## src/inc/pmm_pkg.sv

```systemverilog
/*
  pmm_pkg: register map, key values, mode codes, timing counts and
  state types of the power mode manager.
  assumes a 200 MHz system clock and a 32-bit apb register bus.
*/
package pmm_pkg;
  // ***********************************************
  // register map
  // ***********************************************
  localparam int ADDR_W = 12;
  localparam logic [11:0] OFS_MODE = 12'h000;
  localparam logic [11:0] OFS_UNLOCK = 12'h004;
  localparam logic [11:0] OFS_CAUSE = 12'h008;
  localparam logic [11:0] OFS_STATUS = 12'h00c;
  localparam logic [7:0] MODE_RESET = 8'h00;
  localparam int BIT_LOW_PREC = 6;
  localparam int CODE_LSB = 0;
  localparam int CODE_MSB = 2;
  localparam int BIT_CAUSE_SUPPLY = 0;
  localparam int BIT_ST_HALT = 0;
  localparam int BIT_ST_HIB = 1;
  localparam int BIT_ST_RUN = 2;
  localparam logic [31:0] DATA_ZERO = 32'h0000_0000;
  // ***********************************************
  // unlock keys and mode codes
  // ***********************************************
  localparam logic [15:0] KEY_FIRST = 16'h4859;
  localparam logic [15:0] KEY_SECOND = 16'hf27b;
  localparam logic [2:0] CODE_ACTIVE = 3'h0;
  localparam logic [2:0] CODE_HALT = 3'h3;
  localparam logic [2:0] CODE_HIB = 3'h5;
  // ***********************************************
  // timing
  // ***********************************************
  localparam int CLK_PERIOD_NS = 5;
  localparam int POR_HOLD_NS = 18000000;
  localparam int RESET_EXIT_NS = 1250000;
  localparam int POR_HOLD_CYCLES = (POR_HOLD_NS + CLK_PERIOD_NS - 1) / CLK_PERIOD_NS;
  localparam int RESET_EXIT_CYCLES = (RESET_EXIT_NS + CLK_PERIOD_NS - 1) / CLK_PERIOD_NS;
  localparam int CNT_W = 23;
  // ***********************************************
  // sram clearing
  // ***********************************************
  localparam int SRAM_AW = 10;
  localparam int SRAM_DW = 39;
  localparam logic [SRAM_DW-1:0] SRAM_CLEAR = 39'h00_0000_0000;
  localparam logic [SRAM_AW-1:0] SRAM_LAST = 10'h3ff;
  // ***********************************************
  // state types
  // ***********************************************
  typedef enum logic [1:0] {PM_ACTIVE, PM_HALT, PM_HIBERNATE} pmm_power_type;
  typedef enum logic [1:0] {UL_LOCKED, UL_FIRST, UL_OPEN} pmm_unlock_type;
  typedef enum logic [1:0] {BT_HOLD, BT_INIT, BT_RUN} pmm_boot_type;
endpackage

```

## src/verilog/pmm_delay_counter.sv

```systemverilog
/*
  pmm_delay_counter: loadable down counter, pulses done on expiry.
  assumes a load is a single-cycle pulse from the boot sequencer.
*/
`timescale 1ns/10ps
module pmm_delay_counter
  import pmm_pkg::*;
(
  // clock and reset
  input wire logic i_clk_sys,
  input wire logic i_rst_n,
  // control
  input wire logic i_load,
  input wire logic [CNT_W-1:0] i_load_value,
  // status
  output logic o_busy,
  output logic o_done
);
  logic [CNT_W-1:0] count;
  logic [CNT_W-1:0] next_count;
  wire expiring = (count == {{(CNT_W-1){1'b0}}, 1'b1}) && !i_load;

  assign next_count = i_load ? i_load_value :
                      (count != '0) ? count - 1'b1 : count;
  assign o_busy = (count != '0);

  always_ff @(posedge i_clk_sys)
  begin
    if (!i_rst_n)
    begin
      count <= '0;
      o_done <= 1'b0;
    end
    else
    begin
      count <= next_count;
      o_done <= expiring;
    end
  end
endmodule // pmm_delay_counter

```

## src/verilog/pmm_sram_clear.sv

```systemverilog
/*
  pmm_sram_clear: sweeps every sram word once, writing zero data with
  matching zero check bits.
  assumes the sram takes one write per clock while the core is in reset.
*/
`timescale 1ns/10ps
module pmm_sram_clear
  import pmm_pkg::*;
(
  // clock and reset
  input wire logic i_clk_sys,
  input wire logic i_rst_n,
  // control
  input wire logic i_start,
  // sram write port
  output logic o_we,
  output logic [SRAM_AW-1:0] o_addr,
  output logic [SRAM_DW-1:0] o_wdata
);
  wire last_word = o_we && (o_addr == SRAM_LAST);

  // all-zero word carries all-zero check bits, so no encoder needed
  assign o_wdata = SRAM_CLEAR;

  always_ff @(posedge i_clk_sys)
  begin
    if (!i_rst_n)
    begin
      o_we <= 1'b0;
      o_addr <= '0;
    end
    else if (i_start)
    begin
      o_we <= 1'b1;
      o_addr <= '0;
    end
    else if (o_we)
    begin
      o_we <= !last_word;
      o_addr <= o_addr + 1'b1;
    end
  end
endmodule // pmm_sram_clear

```

## src/verilog/pmm_top.sv

```systemverilog
/*
  pmm_top: always-on power mode manager with apb registers, key-protected
  mode selection, clock and power gating per mode, and the supply-start
  reset sequence with optional sram clearing.
  assumes the core reports its sleep and deep-sleep levels, and that the
  designated wake sources raise i_wake while the core clock is stopped.
*/
// Register access over APB was decided locally.
`timescale 1ns/10ps
// Notes on behaviour
// mode code 000 selects active, 011 selects bus-clock-halt on next sleep.
// writing 0x5 to the mode register selects hibernate.
// software writes keys 0x4859 then 0xF27B before each mode write.
// reading the code returns the value last written, not current mode.
// bit 6 picks fast oscillator precision: 0 high, 1 low.
// software writes zero to reserved bits 7 and 5 to 3.
// mode register resets to 0x00: active, high precision.
// active mode gates no clock.
// core sleep happens in any mode; active mode leaves clocks running.
// deep-sleep enable decides deep or ordinary sleep; unit sees which.
// halt mode gates bus and peripheral clocks once core sleeps.
// hibernate after deep sleep gates flash power and core clocks.
// in halt mode deep sleep acts like ordinary sleep.
// hibernate selected with ordinary sleep keeps active clocking.
// software sets deep sleep before halt mode with converters running.
// clock table per mode; slow oscillator and sram always on.
// regulators, fast oscillator and flash gate follow the mode.
// any wake returns to active with everything restored.
// software disables the serial peripheral before stopping its clock.
// disabling serial peripheral resets its state machine, keeps config.
// after supply-start, core is held in reset for 18 ms.
// supply-start reset sets a flag in the reset cause register.
// corrupt sram is cleared, doubling reset time; else 1.25 ms.
// key unlock is used by next mode write, lost on a wrong key.
module pmm_top
  import pmm_pkg::*;
#(
  parameter int POR_HOLD = POR_HOLD_CYCLES,
  parameter int RESET_EXIT = RESET_EXIT_CYCLES
)
(
  // clock and reset
  input wire logic i_clk_sys,
  input wire logic i_rst_n,
  // apb slave
  input wire logic i_psel,
  input wire logic i_penable,
  input wire logic i_pwrite,
  input wire logic [ADDR_W-1:0] i_paddr,
  input wire logic [31:0] i_pwdata,
  output logic [31:0] o_prdata,
  output logic o_pready,
  output logic o_pslverr,
  // core sleep signalling and wake
  input wire logic i_core_sleeping,
  input wire logic i_core_sleep_deep,
  input wire logic i_wake,
  // supply monitor and sram check
  input wire logic i_supply_start,
  input wire logic i_sram_corrupt,
  // serial peripheral enable
  input wire logic i_spi_enable,
  // clock gates
  output logic o_undiv_clk_en,
  output logic o_core_clk_en,
  output logic o_conv_clk_en,
  output logic o_membus_clk_en,
  output logic o_periph_clk_en,
  // oscillators, regulators and power gates
  output logic o_fast_osc_en,
  output logic o_fast_osc_low_precision,
  output logic o_slow_osc_en,
  output logic o_high_power_reg_en,
  output logic o_low_power_reg_en,
  output logic o_flash_pwr_en,
  output logic o_sram_pwr_en,
  // resets
  output logic o_core_rst_n,
  output logic o_spi_fsm_clear,
  // sram clearing port
  output logic o_sram_we,
  output logic [SRAM_AW-1:0] o_sram_addr,
  output logic [SRAM_DW-1:0] o_sram_wdata
);
  // ***********************************************
  // apb decode
  // ***********************************************
  logic [2:0] mode_code;
  logic low_prec;
  logic cause_supply;
  pmm_unlock_type unlock;
  pmm_unlock_type next_unlock;
  pmm_power_type pwr;
  pmm_power_type next_pwr;
  pmm_boot_type boot;
  pmm_boot_type next_boot;
  logic boot_armed;
  logic [31:0] next_prdata;

  wire sel_mode = (i_paddr == OFS_MODE);
  wire sel_unlock = (i_paddr == OFS_UNLOCK);
  wire sel_cause = (i_paddr == OFS_CAUSE);
  wire sel_status = (i_paddr == OFS_STATUS);
  wire mapped = sel_mode || sel_unlock || sel_cause || sel_status;
  wire access = i_psel && i_penable;
  wire wr = access && i_pwrite;
  wire setup_rd = i_psel && !i_penable && !i_pwrite;
  wire wr_mode = wr && sel_mode;
  wire wr_unlock = wr && sel_unlock;
  wire wr_cause = wr && sel_cause;
  wire [15:0] key_val = i_pwdata[15:0];
  wire boot_run = (boot == BT_RUN);

  // zero wait states: read data is captured in the setup cycle
  assign o_pready = 1'b1;
  assign o_pslverr = access && !mapped;

  // mode readback returns the stored code
  // last written code
  wire [7:0] mode_view = {1'b0, low_prec, 3'b000, mode_code};
  wire [2:0] status_view = {boot_run, pwr == PM_HIBERNATE, pwr == PM_HALT};
  assign next_prdata = !setup_rd ? o_prdata :
                       sel_mode ? {24'h00_0000, mode_view} :
                       sel_cause ? {31'h0000_0000, cause_supply} :
                       sel_status ? {29'h0000_0000, status_view} :
                       DATA_ZERO;

  // ***********************************************
  // key protection
  // ***********************************************
  // single use unlock
  assign next_unlock = wr_mode ? UL_LOCKED :
                       !wr_unlock ? unlock :
                       (key_val == KEY_FIRST) ? UL_FIRST :
                       (unlock == UL_FIRST && key_val == KEY_SECOND) ? UL_OPEN :
                       UL_LOCKED;
  // keys gate the write
  wire mode_take = wr_mode && (unlock == UL_OPEN);

  always_ff @(posedge i_clk_sys)
  begin
    if (!i_rst_n)
    begin
      o_prdata <= DATA_ZERO;
      unlock <= UL_LOCKED;
    end
    else
    begin
      o_prdata <= next_prdata;
      unlock <= next_unlock;
    end
  end

  // ***********************************************
  // mode register
  // ***********************************************
  // reserved bits are dropped, so they always read zero
  always_ff @(posedge i_clk_sys)
  begin
    if (!i_rst_n)
    begin
      // reset to active
      mode_code <= MODE_RESET[CODE_MSB:CODE_LSB];
      low_prec <= MODE_RESET[BIT_LOW_PREC];
    end
    else if (mode_take)
    begin
      // reserved bits dropped
      mode_code <= i_pwdata[CODE_MSB:CODE_LSB];
      // precision select
      low_prec <= i_pwdata[BIT_LOW_PREC];
    end
  end

  // ***********************************************
  // power mode sequencing
  // ***********************************************
  // deep versus ordinary sleep
  // halt code on sleep
  wire want_halt = i_core_sleeping && (mode_code == CODE_HALT);
  // hibernate code on deep sleep
  wire want_hib = i_core_sleeping && i_core_sleep_deep && (mode_code == CODE_HIB);

  always_comb
  begin
    next_pwr = pwr;
    case (pwr)
      PM_ACTIVE:
      begin
        // deep sleep same as sleep in halt
        if (boot_run && want_halt)
          next_pwr = PM_HALT;
        // shallow sleep never hibernates
        else if (boot_run && want_hib)
          next_pwr = PM_HIBERNATE;
      end
      PM_HALT, PM_HIBERNATE:
      begin
        // wake restores active
        if (i_wake || !i_core_sleeping || !boot_run)
          next_pwr = PM_ACTIVE;
      end
      default:
        next_pwr = PM_ACTIVE;
    endcase
  end

  // gates come from the next state so they switch with the mode
  // clock table
  wire nx_hib = (next_pwr == PM_HIBERNATE);
  wire nx_bus_on = (next_pwr == PM_ACTIVE);

  always_ff @(posedge i_clk_sys)
  begin
    if (!i_rst_n)
    begin
      pwr <= PM_ACTIVE;
      o_undiv_clk_en <= 1'b1;
      o_core_clk_en <= 1'b1;
      o_conv_clk_en <= 1'b1;
      o_membus_clk_en <= 1'b1;
      o_periph_clk_en <= 1'b1;
      o_fast_osc_en <= 1'b1;
      o_high_power_reg_en <= 1'b1;
      o_low_power_reg_en <= 1'b0;
      o_flash_pwr_en <= 1'b1;
    end
    else
    begin
      pwr <= next_pwr;
      // active gates nothing
      // core sleeps, clocks run in active
      // halt gates bus and peripheral only
      o_undiv_clk_en <= !nx_hib;
      o_core_clk_en <= !nx_hib;
      o_conv_clk_en <= !nx_hib;
      o_membus_clk_en <= nx_bus_on;
      o_periph_clk_en <= nx_bus_on;
      // regulator and oscillator switching
      o_fast_osc_en <= !nx_hib;
      o_high_power_reg_en <= !nx_hib;
      o_low_power_reg_en <= nx_hib;
      // flash power gate
      o_flash_pwr_en <= !nx_hib;
    end
  end

  // ***********************************************
  // always-on outputs, oscillator precision and serial peripheral
  // ***********************************************
  always_ff @(posedge i_clk_sys)
  begin
    if (!i_rst_n)
    begin
      o_slow_osc_en <= 1'b1;
      o_sram_pwr_en <= 1'b1;
      o_fast_osc_low_precision <= 1'b0;
      o_spi_fsm_clear <= 1'b1;
    end
    else
    begin
      o_slow_osc_en <= 1'b1;
      o_sram_pwr_en <= 1'b1;
      o_fast_osc_low_precision <= low_prec;
      // disable clears fsm only
      o_spi_fsm_clear <= !i_spi_enable;
    end
  end

  // ***********************************************
  // supply-start reset sequence
  // ***********************************************
  logic cnt_done;
  logic cnt_load;
  logic [CNT_W-1:0] cnt_value;

  wire [CNT_W-1:0] hold_len = CNT_W'(POR_HOLD);
  wire [CNT_W-1:0] exit_len = CNT_W'(RESET_EXIT);
  // clearing doubles the exit time
  wire [CNT_W-1:0] init_len = i_sram_corrupt ? {exit_len[CNT_W-2:0], 1'b0} : exit_len;
  wire hold_launch = (boot == BT_HOLD) && !boot_armed && !i_supply_start;
  wire init_launch = (boot == BT_HOLD) && boot_armed && cnt_done && !i_supply_start;

  assign cnt_load = hold_launch || init_launch;
  assign cnt_value = hold_launch ? hold_len : init_len;

  always_comb
  begin
    next_boot = boot;
    case (boot)
      BT_HOLD:
        if (init_launch)
          next_boot = BT_INIT;
      BT_INIT:
        if (cnt_done)
          next_boot = BT_RUN;
      BT_RUN:
        next_boot = BT_RUN;
      default:
        next_boot = BT_HOLD;
    endcase
    if (i_supply_start)
      next_boot = BT_HOLD;
  end

  always_ff @(posedge i_clk_sys)
  begin
    if (!i_rst_n)
    begin
      boot <= BT_HOLD;
      boot_armed <= 1'b0;
      o_core_rst_n <= 1'b0;
    end
    else
    begin
      boot <= next_boot;
      boot_armed <= (next_boot == BT_HOLD) && (boot_armed || hold_launch);
      // core held until run
      o_core_rst_n <= (next_boot == BT_RUN);
    end
  end

  // power-up counts as a supply start; set wins over clear
  // supply-start cause flag
  always_ff @(posedge i_clk_sys)
  begin
    if (!i_rst_n)
      cause_supply <= 1'b1;
    else if (i_supply_start)
      cause_supply <= 1'b1;
    else if (wr_cause && i_pwdata[BIT_CAUSE_SUPPLY])
      cause_supply <= 1'b0;
  end

  pmm_delay_counter u_delay
  (
    .i_clk_sys(i_clk_sys),
    .i_rst_n(i_rst_n),
    .i_load(cnt_load),
    .i_load_value(cnt_value),
    .o_busy(),
    .o_done(cnt_done)
  );

  pmm_sram_clear u_clear
  (
    .i_clk_sys(i_clk_sys),
    .i_rst_n(i_rst_n),
    .i_start(init_launch && i_sram_corrupt),
    .o_we(o_sram_we),
    .o_addr(o_sram_addr),
    .o_wdata(o_sram_wdata)
  );

  // ***********************************************
  // assertions
  // ***********************************************
  a_key_locked_write: assert property (@(posedge i_clk_sys) disable iff (!i_rst_n)
    wr_mode && unlock != UL_OPEN |=> $stable(mode_code) && $stable(low_prec))
    else $error("mode changed without keys");

  a_key_open_write: assert property (@(posedge i_clk_sys) disable iff (!i_rst_n)
    mode_take |=> mode_code == $past(i_pwdata[2:0]) && unlock == UL_LOCKED)
    else $error("unlocked mode write not stored");

  a_unlock_two_keys: assert property (@(posedge i_clk_sys) disable iff (!i_rst_n)
    wr_unlock && key_val != KEY_FIRST && key_val != KEY_SECOND |=> unlock == UL_LOCKED)
    else $error("wrong key kept unlock");

  a_mode_readback: assert property (@(posedge i_clk_sys) disable iff (!i_rst_n)
    access && !i_pwrite && sel_mode && $past(setup_rd) |-> o_prdata[7:0] == mode_view)
    else $error("mode readback mismatch");

  a_reset_value: assert property (@(posedge i_clk_sys) disable iff (!i_rst_n)
    $rose(i_rst_n) |-> mode_code == CODE_ACTIVE && !low_prec && pwr == PM_ACTIVE)
    else $error("mode register reset value wrong");

  a_precision_out: assert property (@(posedge i_clk_sys) disable iff (!i_rst_n)
    ##1 o_fast_osc_low_precision == $past(low_prec))
    else $error("precision output not following bit 6");

  a_active_clocks: assert property (@(posedge i_clk_sys) disable iff (!i_rst_n)
    pwr == PM_ACTIVE |-> o_membus_clk_en && o_periph_clk_en && o_core_clk_en
      && o_conv_clk_en && o_undiv_clk_en && !o_low_power_reg_en)
    else $error("clock gated in active mode");

  a_halt_gating: assert property (@(posedge i_clk_sys) disable iff (!i_rst_n)
    pwr == PM_HALT |-> !o_membus_clk_en && !o_periph_clk_en && o_core_clk_en
      && o_high_power_reg_en && o_flash_pwr_en)
    else $error("halt mode gating wrong");

  a_hib_power: assert property (@(posedge i_clk_sys) disable iff (!i_rst_n)
    pwr == PM_HIBERNATE |-> !o_core_clk_en && !o_flash_pwr_en && !o_high_power_reg_en
      && o_low_power_reg_en && !o_fast_osc_en && o_sram_pwr_en && o_slow_osc_en)
    else $error("hibernate gating wrong");

  a_deep_in_halt: assert property (@(posedge i_clk_sys) disable iff (!i_rst_n)
    pwr == PM_ACTIVE && boot_run && i_core_sleeping && i_core_sleep_deep
      && mode_code == CODE_HALT |=> pwr == PM_HALT)
    else $error("deep sleep in halt mode not halting");

  a_shallow_no_hib: assert property (@(posedge i_clk_sys) disable iff (!i_rst_n)
    pwr == PM_ACTIVE && i_core_sleeping && !i_core_sleep_deep
      && mode_code == CODE_HIB |=> pwr == PM_ACTIVE && o_membus_clk_en)
    else $error("ordinary sleep entered hibernate");

  a_wake_return: assert property (@(posedge i_clk_sys) disable iff (!i_rst_n)
    pwr != PM_ACTIVE && i_wake |=> pwr == PM_ACTIVE && o_core_clk_en && o_flash_pwr_en)
    else $error("wake did not restore active");

  a_por_hold: assert property (@(posedge i_clk_sys) disable iff (!i_rst_n)
    i_supply_start |=> !o_core_rst_n [*8])
    else $error("core released too early");

  a_por_flag: assert property (@(posedge i_clk_sys) disable iff (!i_rst_n)
    i_supply_start |=> cause_supply)
    else $error("supply-start flag not set");

  a_scrub_zero: assert property (@(posedge i_clk_sys) disable iff (!i_rst_n)
    o_sram_we |-> o_sram_wdata == SRAM_CLEAR && !o_core_rst_n)
    else $error("sram clear outside reset or nonzero");
endmodule // pmm_top

```

## config.mk

```make
export PLATFORM = sky130hd
export DESIGN_NAME = pmm_top
export DESIGN_NICKNAME = d
export VERILOG_FILES = /design/src/inc/pmm_pkg.sv /design/src/verilog/pmm_delay_counter.sv /design/src/verilog/pmm_sram_clear.sv /design/src/verilog/pmm_top.sv
export SDC_FILE = /design/constraint.sdc
export NUM_CORES = 1
export LEC_CHECK = 0
export BUFFER_PORTS_ARGS = -buffer_cell sky130_fd_sc_hd__buf_2
export CORE_MARGIN = 1.5
export CORE_UTILIZATION = 47
export CTS_CLUSTER_SIZE = 16
export DETAILED_ROUTE_END_ITERATION = 12
export PLACE_DENSITY = 0.89
export RECOVER_POWER = 50
export SYNTH_ARGS = -nofsm -noshare
export SYNTH_HDL_FRONTEND = slang
export SYNTH_SLANG_ARGS = --single-unit
```

## constraint.sdc

```tcl
create_clock -name i_clk_sys -period 2.6 [get_ports i_clk_sys]
set_input_delay 0.26 -clock i_clk_sys [delete_from_list [all_inputs] [get_ports i_clk_sys]]
set_output_delay 0.26 -clock i_clk_sys [all_outputs]
set_load 0.02 [all_outputs]
```

======== Word level (Yosys, flattened, before mapping) ========
Cells that the tools add are included.
operators by class
  $add $sub $neg .......................... 2
  reduce and logical (&&, ||, !) cells .... 54
  $lt $le $gt $ge ......................... 0
  multiplexer cells ....................... 19
  equality and inequality tests ........... 17
  shift-type cells ........................ 0
  $mul .................................... 0
  divide/modulo/power cells ............... 0
  bitwise operators ....................... 1
operators by type and width
  cell                   number
  $mux 23                2
  $logic_and 1x1->1      25
  $eq 12x4->1 const B    2
  $eq 23x1->1 const B    1
  $reduce_bool 23->1     1
  $sub 23x1->23 const B  1
  $mux 22                1
  $mux 19                1
  $eq 16x15->1 const B   1
  $eq 16x16->1 const B   1
  $mux 2                 8
  $eq 12x3->1 const B    1
  $logic_not 12->1       1
  $logic_not 1->1        11
  $add 10x1->10 const B  1
  $eq 10x10->1 const B   1
  $eq 2x2->1 const B     5
  $logic_not 2->1        4
  $reduce_or 2->1        4
  $logic_or 1x1->1       7
  $mux 7                 1
  $eq 2x1->1 const B     3
  $mux 3                 2
  $pmux 2 s3             1
  6 further kinds        7
word-level totals
  bits in registers ....................... 85
  bits in read-only memories .............. 0
  output and inout bits ................... 98
  logic and storage cells ................. 111
  bits in latches ......................... 0
  memories kept ........................... 0
  memory bits (writable) .................. 0

======== Longest topological paths before layout ========
Gate-level depths: netlist (run 1).
  depth after elaboration ................. 9
  depth in mapped cells ................... 7

======== Hierarchy ========
From an unflattened synthesis (run 1), not the netlist that was laid out.
unflattened totals
  cells, all modules ...................... 448
  area, all modules ....................... 3,742.3 um^2
modules (own cells, without submodules)
  module             cells each  instances  area an instance (um^2)
  pmm_top            184         1          1,529.0
  pmm_delay_counter  171         1          1,430.1
  pmm_sram_clear     93          1          783.3

======== Least setup slack after synthesis (run 1) ========
Ideal clock, no wire load.
  path type ............................... register to register
  start ................................... reg u_delay.count[0]
  end ..................................... reg u_delay.count[10]
  setup slack ............................. 0.543 ns
  data arrival time ....................... 1.929 ns
  required time ........................... 2.472 ns
  period minus slack after synthesis ...... 2.057 ns
  setup time .............................. 0.128 ns
  stages on the path, launching flop included .. 8
  path through ............................ dfxtp_1 -> inv_1 -> ha_1 -> or4b_1 -> or4b_1 -> xnor2_1 -> a31oi_1 -> nor2_1
between the ends
  longest elaborated chain between the ends .. 3
  elaborated cells between the ends (all ways) .. 5
ends and longest elaborated chain
  element                   line                     source
  start: declaration        pmm_delay_counter.sv:19  logic [CNT_W-1:0] count;
  start signal: assignment  pmm_delay_counter.sv:36  count <= next_count;
  $sub 23x1->23             pmm_delay_counter.sv:24  (count != '0) ? count - 1'b1 : count;
  $mux 23                   pmm_delay_counter.sv:24
  $mux 23                   pmm_delay_counter.sv:23  assign next_count = i_load ? i_load_value :
Several ways; a longest one is shown, not always the timed one. The select of a mux whose other input is x is not followed.
A chain may end at the register's enable or synchronous reset.

======== Final worst setup path (run 1) ========
Same ends and word-level chain as after synthesis.

==> results of run 1 <==
## synth_stat cells (all sizes together), types with 2 or more instances
cell type / count / share of area, %
a211oi: 6 / 1.3
a21oi: 19 / 2.8
a31oi: 2 / 0.37
and2: 3 / 0.56
and3: 4 / 0.75
buf: 76 / 17
clkbuf: 6 / 0.67
conb: 2 / 0.22
dfxtp: 57 / 34
ha: 7 / 2.6
inv: 9 / 1.0
mux2i: 8 / 2.4
nand2: 27 / 3.0
nand2b: 2 / 0.37
nand3: 11 / 1.6
nand3b: 5 / 1.1
nand4: 8 / 1.7
nand4b: 3 / 0.79
nor2: 45 / 5.4
nor3: 13 / 2.2
nor4: 10 / 2.2
o21ai: 18 / 2.8
o31ai: 3 / 0.67
or2: 4 / 0.75
or3: 9 / 1.7
or4: 3 / 0.90
or4b: 2 / 0.60
xnor2: 13 / 3.4
xor2: 9 / 2.4
## through the flow
stage / power [W] / util, % / cells
floorplan: 0.00139 / - / 468
finish: 0.00222 / 53.2 / 566
detailed placement: 0.00141 / 50.9 / 551
CTS: 0.00223 / 53.7 / 566
global placement: 0.00139 / 50.9 / 551
global route: 0.00233 / 53.2 / 566
## logic make-up (layout without fill, tap and decap cells)
family / after synthesis / after routing / share of synthesized area (%)
AND/OR/NAND/NOR: 154 / 154 / 25.1
buffers and inverters: 91 / 93 / 18.8
AO/OA/AOI/OAI: 58 / 58 / 10.7
flip-flops: 57 / 57 / 34.2
XOR/XNOR: 22 / 22 / 5.77
multiplexers: 9 / 9 / 2.73
adder cells (fa/ha/maj): 7 / 7 / 2.62
other: 2 / 70 / 0.225
## area by class of cell
type	count	area (um^2)	area share [%]
multi-input combinational	320	1830	50.3
timing repair buffer	69	314	8.65
tap	96	120	3.31
clock inverter	3	40.0	1.10
sequential	57	1140	31.4
clock buffer	12	155	4.27
inverter	9	33.8	0.930
## routing by layer
| metal | part of all wire [%] | routed length [um] | global-route usage, % | up-vias |
|---|---|---|---|---|
| met4 | 1.9 | 130 | 12.4 | 0 |
| met5 | 0 | 0 | 0 | - |
| li1 | - | - | - | 1382 |
| met1 | 41 | 2840 | 20.1 | 1284 |
| met2 | 51 | 3530 | 31.9 | 122 |
| met3 | 6.8 | 478 | 4.74 | 11 |
## registers in the layout, indices dropped and copies added (netlist names), 2 cells and up
signal,count
u_delay.count,23
mode_code,3
pwr,2
o_prdata,4
boot,2
u_clear.o_addr,10
unlock,2
## power breakdown
group	internal [W]	leakage [nW]	switching, W
logic	0.000146	0.928	0.000281
registers	0.000923	0.465	0.0000504
clock network	0.000486	0.102	0.000338
total	0.00156	1.50	0.000669
## worst max-delay path by stage
stage | startpoint | to | cells after the start
2_1_floorplan | u_delay.count[0]$_SDFFE_PN0P_ | u_delay.count[10]$_SDFFE_PN0P_ | 7
6_report | u_delay.count[0]$_SDFFE_PN0P_ | u_delay.count[10]$_SDFFE_PN0P_ | 7
3_5_place_dp | u_delay.count[0]$_SDFFE_PN0P_ | u_delay.count[20]$_SDFFE_PN0P_ | 7
5_1_grt | u_delay.count[0]$_SDFFE_PN0P_ | u_delay.count[13]$_SDFFE_PN0P_ | 7
4_1_cts | u_delay.count[0]$_SDFFE_PN0P_ | u_delay.count[13]$_SDFFE_PN0P_ | 7
3_3_place_gp | u_delay.count[0]$_SDFFE_PN0P_ | u_delay.count[10]$_SDFFE_PN0P_ | 7
## worst max-delay path, stage by stage (launching register included)
cell	delay (ns)
dfxtp_1	0.35
inv_1	0.10
ha_1	0.27
or4b_1	0.54
or4b_1	0.52
xnor2_1	0.15
a31oi_1	0.18
nor2_1	0.05
==> results by group, run 1 <==
Power and ir drop
  • Total leakage power: roughly 1.5 nW
  • PD cells: a little over 600 mW/mm^2
  • Maximum VDD drop: slightly above 0.3 mV

Hold path
  • Hold depth: 2
  • Worst hold path startpoint: i_spi_enable
  • Hold Path End: o_spi_fsm_clear$_SDFF_PN1_
  • Tightest Hold Check Type: in -> reg

Global routing
  • Largest net degree at the start of global routing: 22
  • Initial antenna violation count: 0
  • Grt total ovfl: 0
  • GRT Util Overall: a little under a fifth
  • Vias in the first global route: 2564
  • Global-route wire length before repair: between 10000 and 15000 um

Floorplan
  • Io pins: 153
  • Die Span Y: 87.3 um
  • Die Area: 0.00762 mm^2
  • Core ar.: ~0.0068 mm^2
  • Die width: a little under 90 um
  • Initial Utilization: about half
  • Floorplan row count: 30

Clock tree
  • H-tree lvl count: 3
  • CTS clk-pin slew, worst paths: 0.07 ns
  • Clk buf depth: 2
  • Post-CTS Setup Inserts: 0
  • Clock buffer count from CTS: 9
  • Clk sinks: 57
  • # hold bufs at CTS: 0
  • Root Driver: clkbuf_8
  • Post-CTS Resized: 0
  • CTS tree: yes
  • Worst skew pair latency: approximately 0.34 ns

STA
  • Unrepaired setup endpoints after global routing: no
  • Worst Setup Slack, final: between 0.2 and 0.3 ns
  • Period utilisation layout: 88.7%
  • Hold WS: about 0.092 ns
  • Clock skew: just over 0.009 ns
  • Hold Violations, Final: 0
  • Max Fclk: 0.434 GHz
  • Tmin final: 2.31 ns
  • Final setup viols: 0
  • Slew margin rel.: about a third
  • Worst slew pin tran: roughly 1.0 ns
  • Setup tns final: 0 ns
  • Fin. max-slew vios: 0

Logic synthesis
  • Post-synthesis sequential area ratio: about a third
  • FFs w/ async S/R, synth: 0%
  • Yosys reg bits: 57
  • Post-Syn Area: about 0.0033 mm^2
  • Synth unique cells: 54
  • Mean Syn Cell Area: 8.35 um^2
  • Post-synth EDFFs: 0
  • Most used flip-flop cell after synthesis: dfxtp_1
  • Synth warn: 0
  • Post-synthesis instance total: 400

Drt
  • DR vias: approximately 2800
  • Final WL: approximately 7000 um
  • Remaining DRCs: 0
  • DR WL/cell: ~12 um
  • Iteration-0 DRC Markers: around 140
  • Routed vias/inst: approximately 5
  • Detail Route Antenna Nets: 0
  • First-pass iteration count of the detailed router: 5

Worst setup path
  • Worst endpoint required time: 2.79 ns
  • Setup slack of the most critical reg-to-reg path: around 0.3 ns
  • Crit start category: flop
  • R2r endpoint: u_delay.count[10]$_SDFFE_PN0P_
  • CP arrival: between 2 and 3 ns
  • Setup Crit Path Kind: reg -> reg
  • Reg2Reg Depth: 7
  • CP Max Fanout: 6
  • Worst setup EP type: flop
  • Reg-to-Reg Start: u_delay.count[0]$_SDFFE_PN0P_

Outcome
  • Status: finished, final reports clean

Placed design
  • IO buf count: 66
  • Gpl congestion: 0.881
  • Detail Placement HPWL: 5230 um
  • Placed cell areas: 0.00348 mm^2
  • Worst Setup Slack post-DPL: around 0.33 ns

Finish
  • Fin area: 0.00363 mm^2
  • Layout cells sized above 1: between 10% and 20%
  • Number of antenna diodes: 0
  • Fillers: roughly 660
  • Most frequent cells in the layout: conb_1 (70), dfxtp_1 (57), nor2_1 (43), buf_2 (38), clkbuf_1 (30)
  • Area grow syn2layout: 8.73%
  • Layout Nets: 528
  • Most common cell after layout, fill and taps aside: conb_1

Run
  • Number of max-cap violations: 0
(Power assumes the default switching activity.)
==> inputs of run 2 (changes only) <==
--- a/config.mk
+++ b/config.mk
@@ -5,12 +5,14 @@
 export SDC_FILE = /design/constraint.sdc
 export NUM_CORES = 1
 export LEC_CHECK = 0
+export ABC_AREA = 1
 export BUFFER_PORTS_ARGS = -buffer_cell sky130_fd_sc_hd__buf_2
+export CORE_ASPECT_RATIO = 1.2
 export CORE_MARGIN = 1.5
-export CORE_UTILIZATION = 47
+export CORE_UTILIZATION = 49
 export CTS_CLUSTER_SIZE = 16
 export DETAILED_ROUTE_END_ITERATION = 12
-export PLACE_DENSITY = 0.89
+export PLACE_DENSITY = 0.9
 export RECOVER_POWER = 50
 export SYNTH_ARGS = -nofsm -noshare
 export SYNTH_HDL_FRONTEND = slang
==> run 2 against run 1 <==
Hold slack got worse by 0.0077 ns. Via count rose by 27%. Sequential power barely moved. Clock skew rose by 0.0010 ns. Global-route usage rose by 1.9 points. Final cell count rose by 26%. Final area rose by 9.7%.
==> results by group, run 2 <==
Outcome
  • Status: finished, final reports clean

Finish
  • Fillers: about 750
  • Most common cell after layout, fill and taps aside: nand2_1
  • Most frequent cells in the layout: nand2_1 (94), nor2_1 (89), conb_1 (70), inv_1 (63), dfxtp_1 (57)
  • Area grow syn2layout: 6.17%
  • Layout Nets: 681
  • Register bank with the most flops: u_delay.count
  • Largest register FFs: 23
  • Layout cells sized above 1: 12.7%
  • Largest registers: u_delay.count x23, u_clear.o_addr x10, o_prdata x4
  • Number of antenna diodes: 0

Clock tree
  • Worst skew pair latency: between 0.3 and 0.4 ns
  • Post-CTS Resized: 0
  • CTS tree: yes
  • H-tree lvl count: 3
  • CTS clk-pin slew, worst paths: approximately 0.060 ns
  • # hold bufs at CTS: 0
  • Root Driver: clkbuf_8
  • Clock buffer count from CTS: 9
  • Post-CTS Setup Inserts: 0
  • Clk sinks: 57
  • Clk buf depth: 2

Global routing
  • Vias in the first global route: roughly 3300
  • Grt total ovfl: 0
  • Largest net degree at the start of global routing: 20
  • Global-route wire length before repair: 13800 um
  • GRT Util Overall: approximately 20%
  • Initial antenna violation count: 0

Floorplan
  • Core ar.: roughly 0.0073 mm^2
  • Initial Utilization: approximately half
  • Die width: 82.9 um
  • Die Span Y: between 90 and 100 um
  • Floorplan row count: 34
  • Io pins: 153
  • Die Area: approximately 0.008 mm^2

Drt
  • DR vias: between 3000 and 4000
  • Remaining DRCs: 0
  • Iteration-0 DRC Markers: 228
  • First-pass iteration count of the detailed router: 5
  • DR WL/cell: approximately 12 um
  • Final WL: around 8400 um
  • Routed vias/inst: approximately 5
  • Detail Route Antenna Nets: 0

Logic synthesis
  • Commonest cells in the netlist: nand2_1 (94), nor2_1 (89), buf_4 (77)
  • Post-synth EDFFs: 0
  • Synth warn: 0
  • FFs w/ async S/R, synth: 0%
  • Yosys reg bits: 57
  • Yosys top cell area share: 30.4%
  • Area contributors post-synth: dfxtp_1 (30%), buf_4 (15%), nand2_1 (9.4%), nor2_1 (8.9%), nand3_1 (6.8%)
  • Cell taking the most area after synthesis: dfxtp_1
  • Post-Syn Area: 0.00375 mm^2
  • Mean Syn Cell Area: just under 7 um^2
  • Most frequent cell after synthesis: nand2_1
  • Post-synthesis sequential area ratio: a little under a third
  • Post-synthesis instance total: roughly 550
  • Synth unique cells: 38
  • Most used flip-flop cell after synthesis: dfxtp_1

Placed design
  • Gpl congestion: 0.916
  • IO buf count: 66
  • Detail Placement HPWL: ~6500 um

Power and ir drop
  • Sw Ratio: a little over a third
  • Total leakage power: about 1.9 nW
  • Clock power share: 30.8%
  • P_int: between 0.001 and 0.0015 W
  • Logic gate share of total power: a little over a quarter
  • Maximum VDD drop: roughly 0.28 mV
  • PD cells: approximately 580 mW/mm^2
  • Register share of total power: 42.1%
  • Net switching power: between 0.0008 and 0.0009 W

Run
  • Number of max-cap violations: 0

STA
  • Slew margin rel.: a little over two fifths
  • Period utilisation layout: approximately three quarters
  • Hold WS: ~0.084 ns
  • Final setup viols: 0
  • Fin. max-slew vios: 0
  • Hold Violations, Final: 0
  • Worst slew pin tran: around 0.86 ns
  • Clock skew: 0.0102 ns
  • Max Fclk: approximately 0.52 GHz
  • Tmin final: 1.92 ns
  • Unrepaired setup endpoints after global routing: no
  • Setup tns final: 0 ns

Hold path
  • Tightest Hold Check Type: in -> reg
  • Hold depth: 2

Worst setup path
  • Crit start category: flop
  • CP Max Fanout: 17
  • Setup Crit Path Kind: reg -> reg
  • Worst endpoint required time: between 2 and 3 ns
  • Reg2Reg Depth: 8
  • Worst setup EP type: flop
  • CP arrival: 2.14 ns
run 2: path summary, 6_finish.rpt:
path                                  start                              to  slack [ns]
max reg2reg              boot[1]$_SDFF_PN0_   u_delay.count[7]$_SDFFE_PN0P_        0.68
min                            i_spi_enable      o_spi_fsm_clear$_SDFF_PN1_        0.08
min reg2reg  u_delay.count[22]$_SDFFE_PN0P_  u_delay.count[22]$_SDFFE_PN0P_        0.46
max                      boot[1]$_SDFF_PN0_   u_delay.count[7]$_SDFFE_PN0P_        0.68
run 2: critical path, cell delays in order (launching register included):
cell and delay [ns]:
dfxtp_1 0.30, inv_1 0.12, nand3_2 0.12, nor3_1 0.52, nor2_4 0.22, nand2_1 0.25
inv_1 0.13, nand3_1 0.09, nand2_1 0.05
run 2: metal layers:
layer,track usage [%],share of wire [%],vias up
met5,0,0,-
met4,11.4,3.2,0
met3,4.02,6.7,29
met2,38.2,51,181
met1,21.3,39,1590
li1,-,-,1748
run 2: cells by family (layout without fill, tap and decap cells):
kind of cell    count (synthesis)  count (layout)  share of synthesized area, %
xor+xnor                        9               9                          2.10
simple gates                  287             287                          36.2
compound gates                 43              43                          6.33
fa+ha+maj                       7               7                          2.33
other cells                     2              70                         0.200
flops                          57              57                          30.4
buf+inv                       147             150                          22.4
run 2: power by group through the flow:
stage                     registers [W]  clock network [W]  logic, W
after floorplan                0.000980                  0  0.000560
after global placement         0.000985                  0  0.000596
after detailed placement       0.000988                  0  0.000612
after CTS                      0.000970           0.000720  0.000619
after global routing           0.000977           0.000760  0.000699
final                          0.000972           0.000711  0.000627
run 2: cell type report:
class / instances / area [um^2] / area share (%)
clock buffers: 12 / 145 / 3.64
flip-flops and latches: 57 / 1140 / 28.6
multi-input cells: 416 / 2010 / 50.5
inverters: 67 / 251 / 6.31
well taps: 90 / 113 / 2.83
clock inverters: 3 / 17.5 / 0.440
repair buffers: 68 / 303 / 7.60
run 2: through the flow:
step                      instances  util (%)  cell area [um^2]  setup slack [ns]  power [W]
after floorplan                 620         -              4010              1.11    0.00154
after global placement          698      53.0              3880             0.917    0.00158
after detailed placement        698      53.0              3880             0.872    0.00160
after CTS                       713      55.2              4040             0.825    0.00231
after global routing            713      54.5              3990             0.521    0.00244
final                           713      54.5              3990             0.683    0.00231
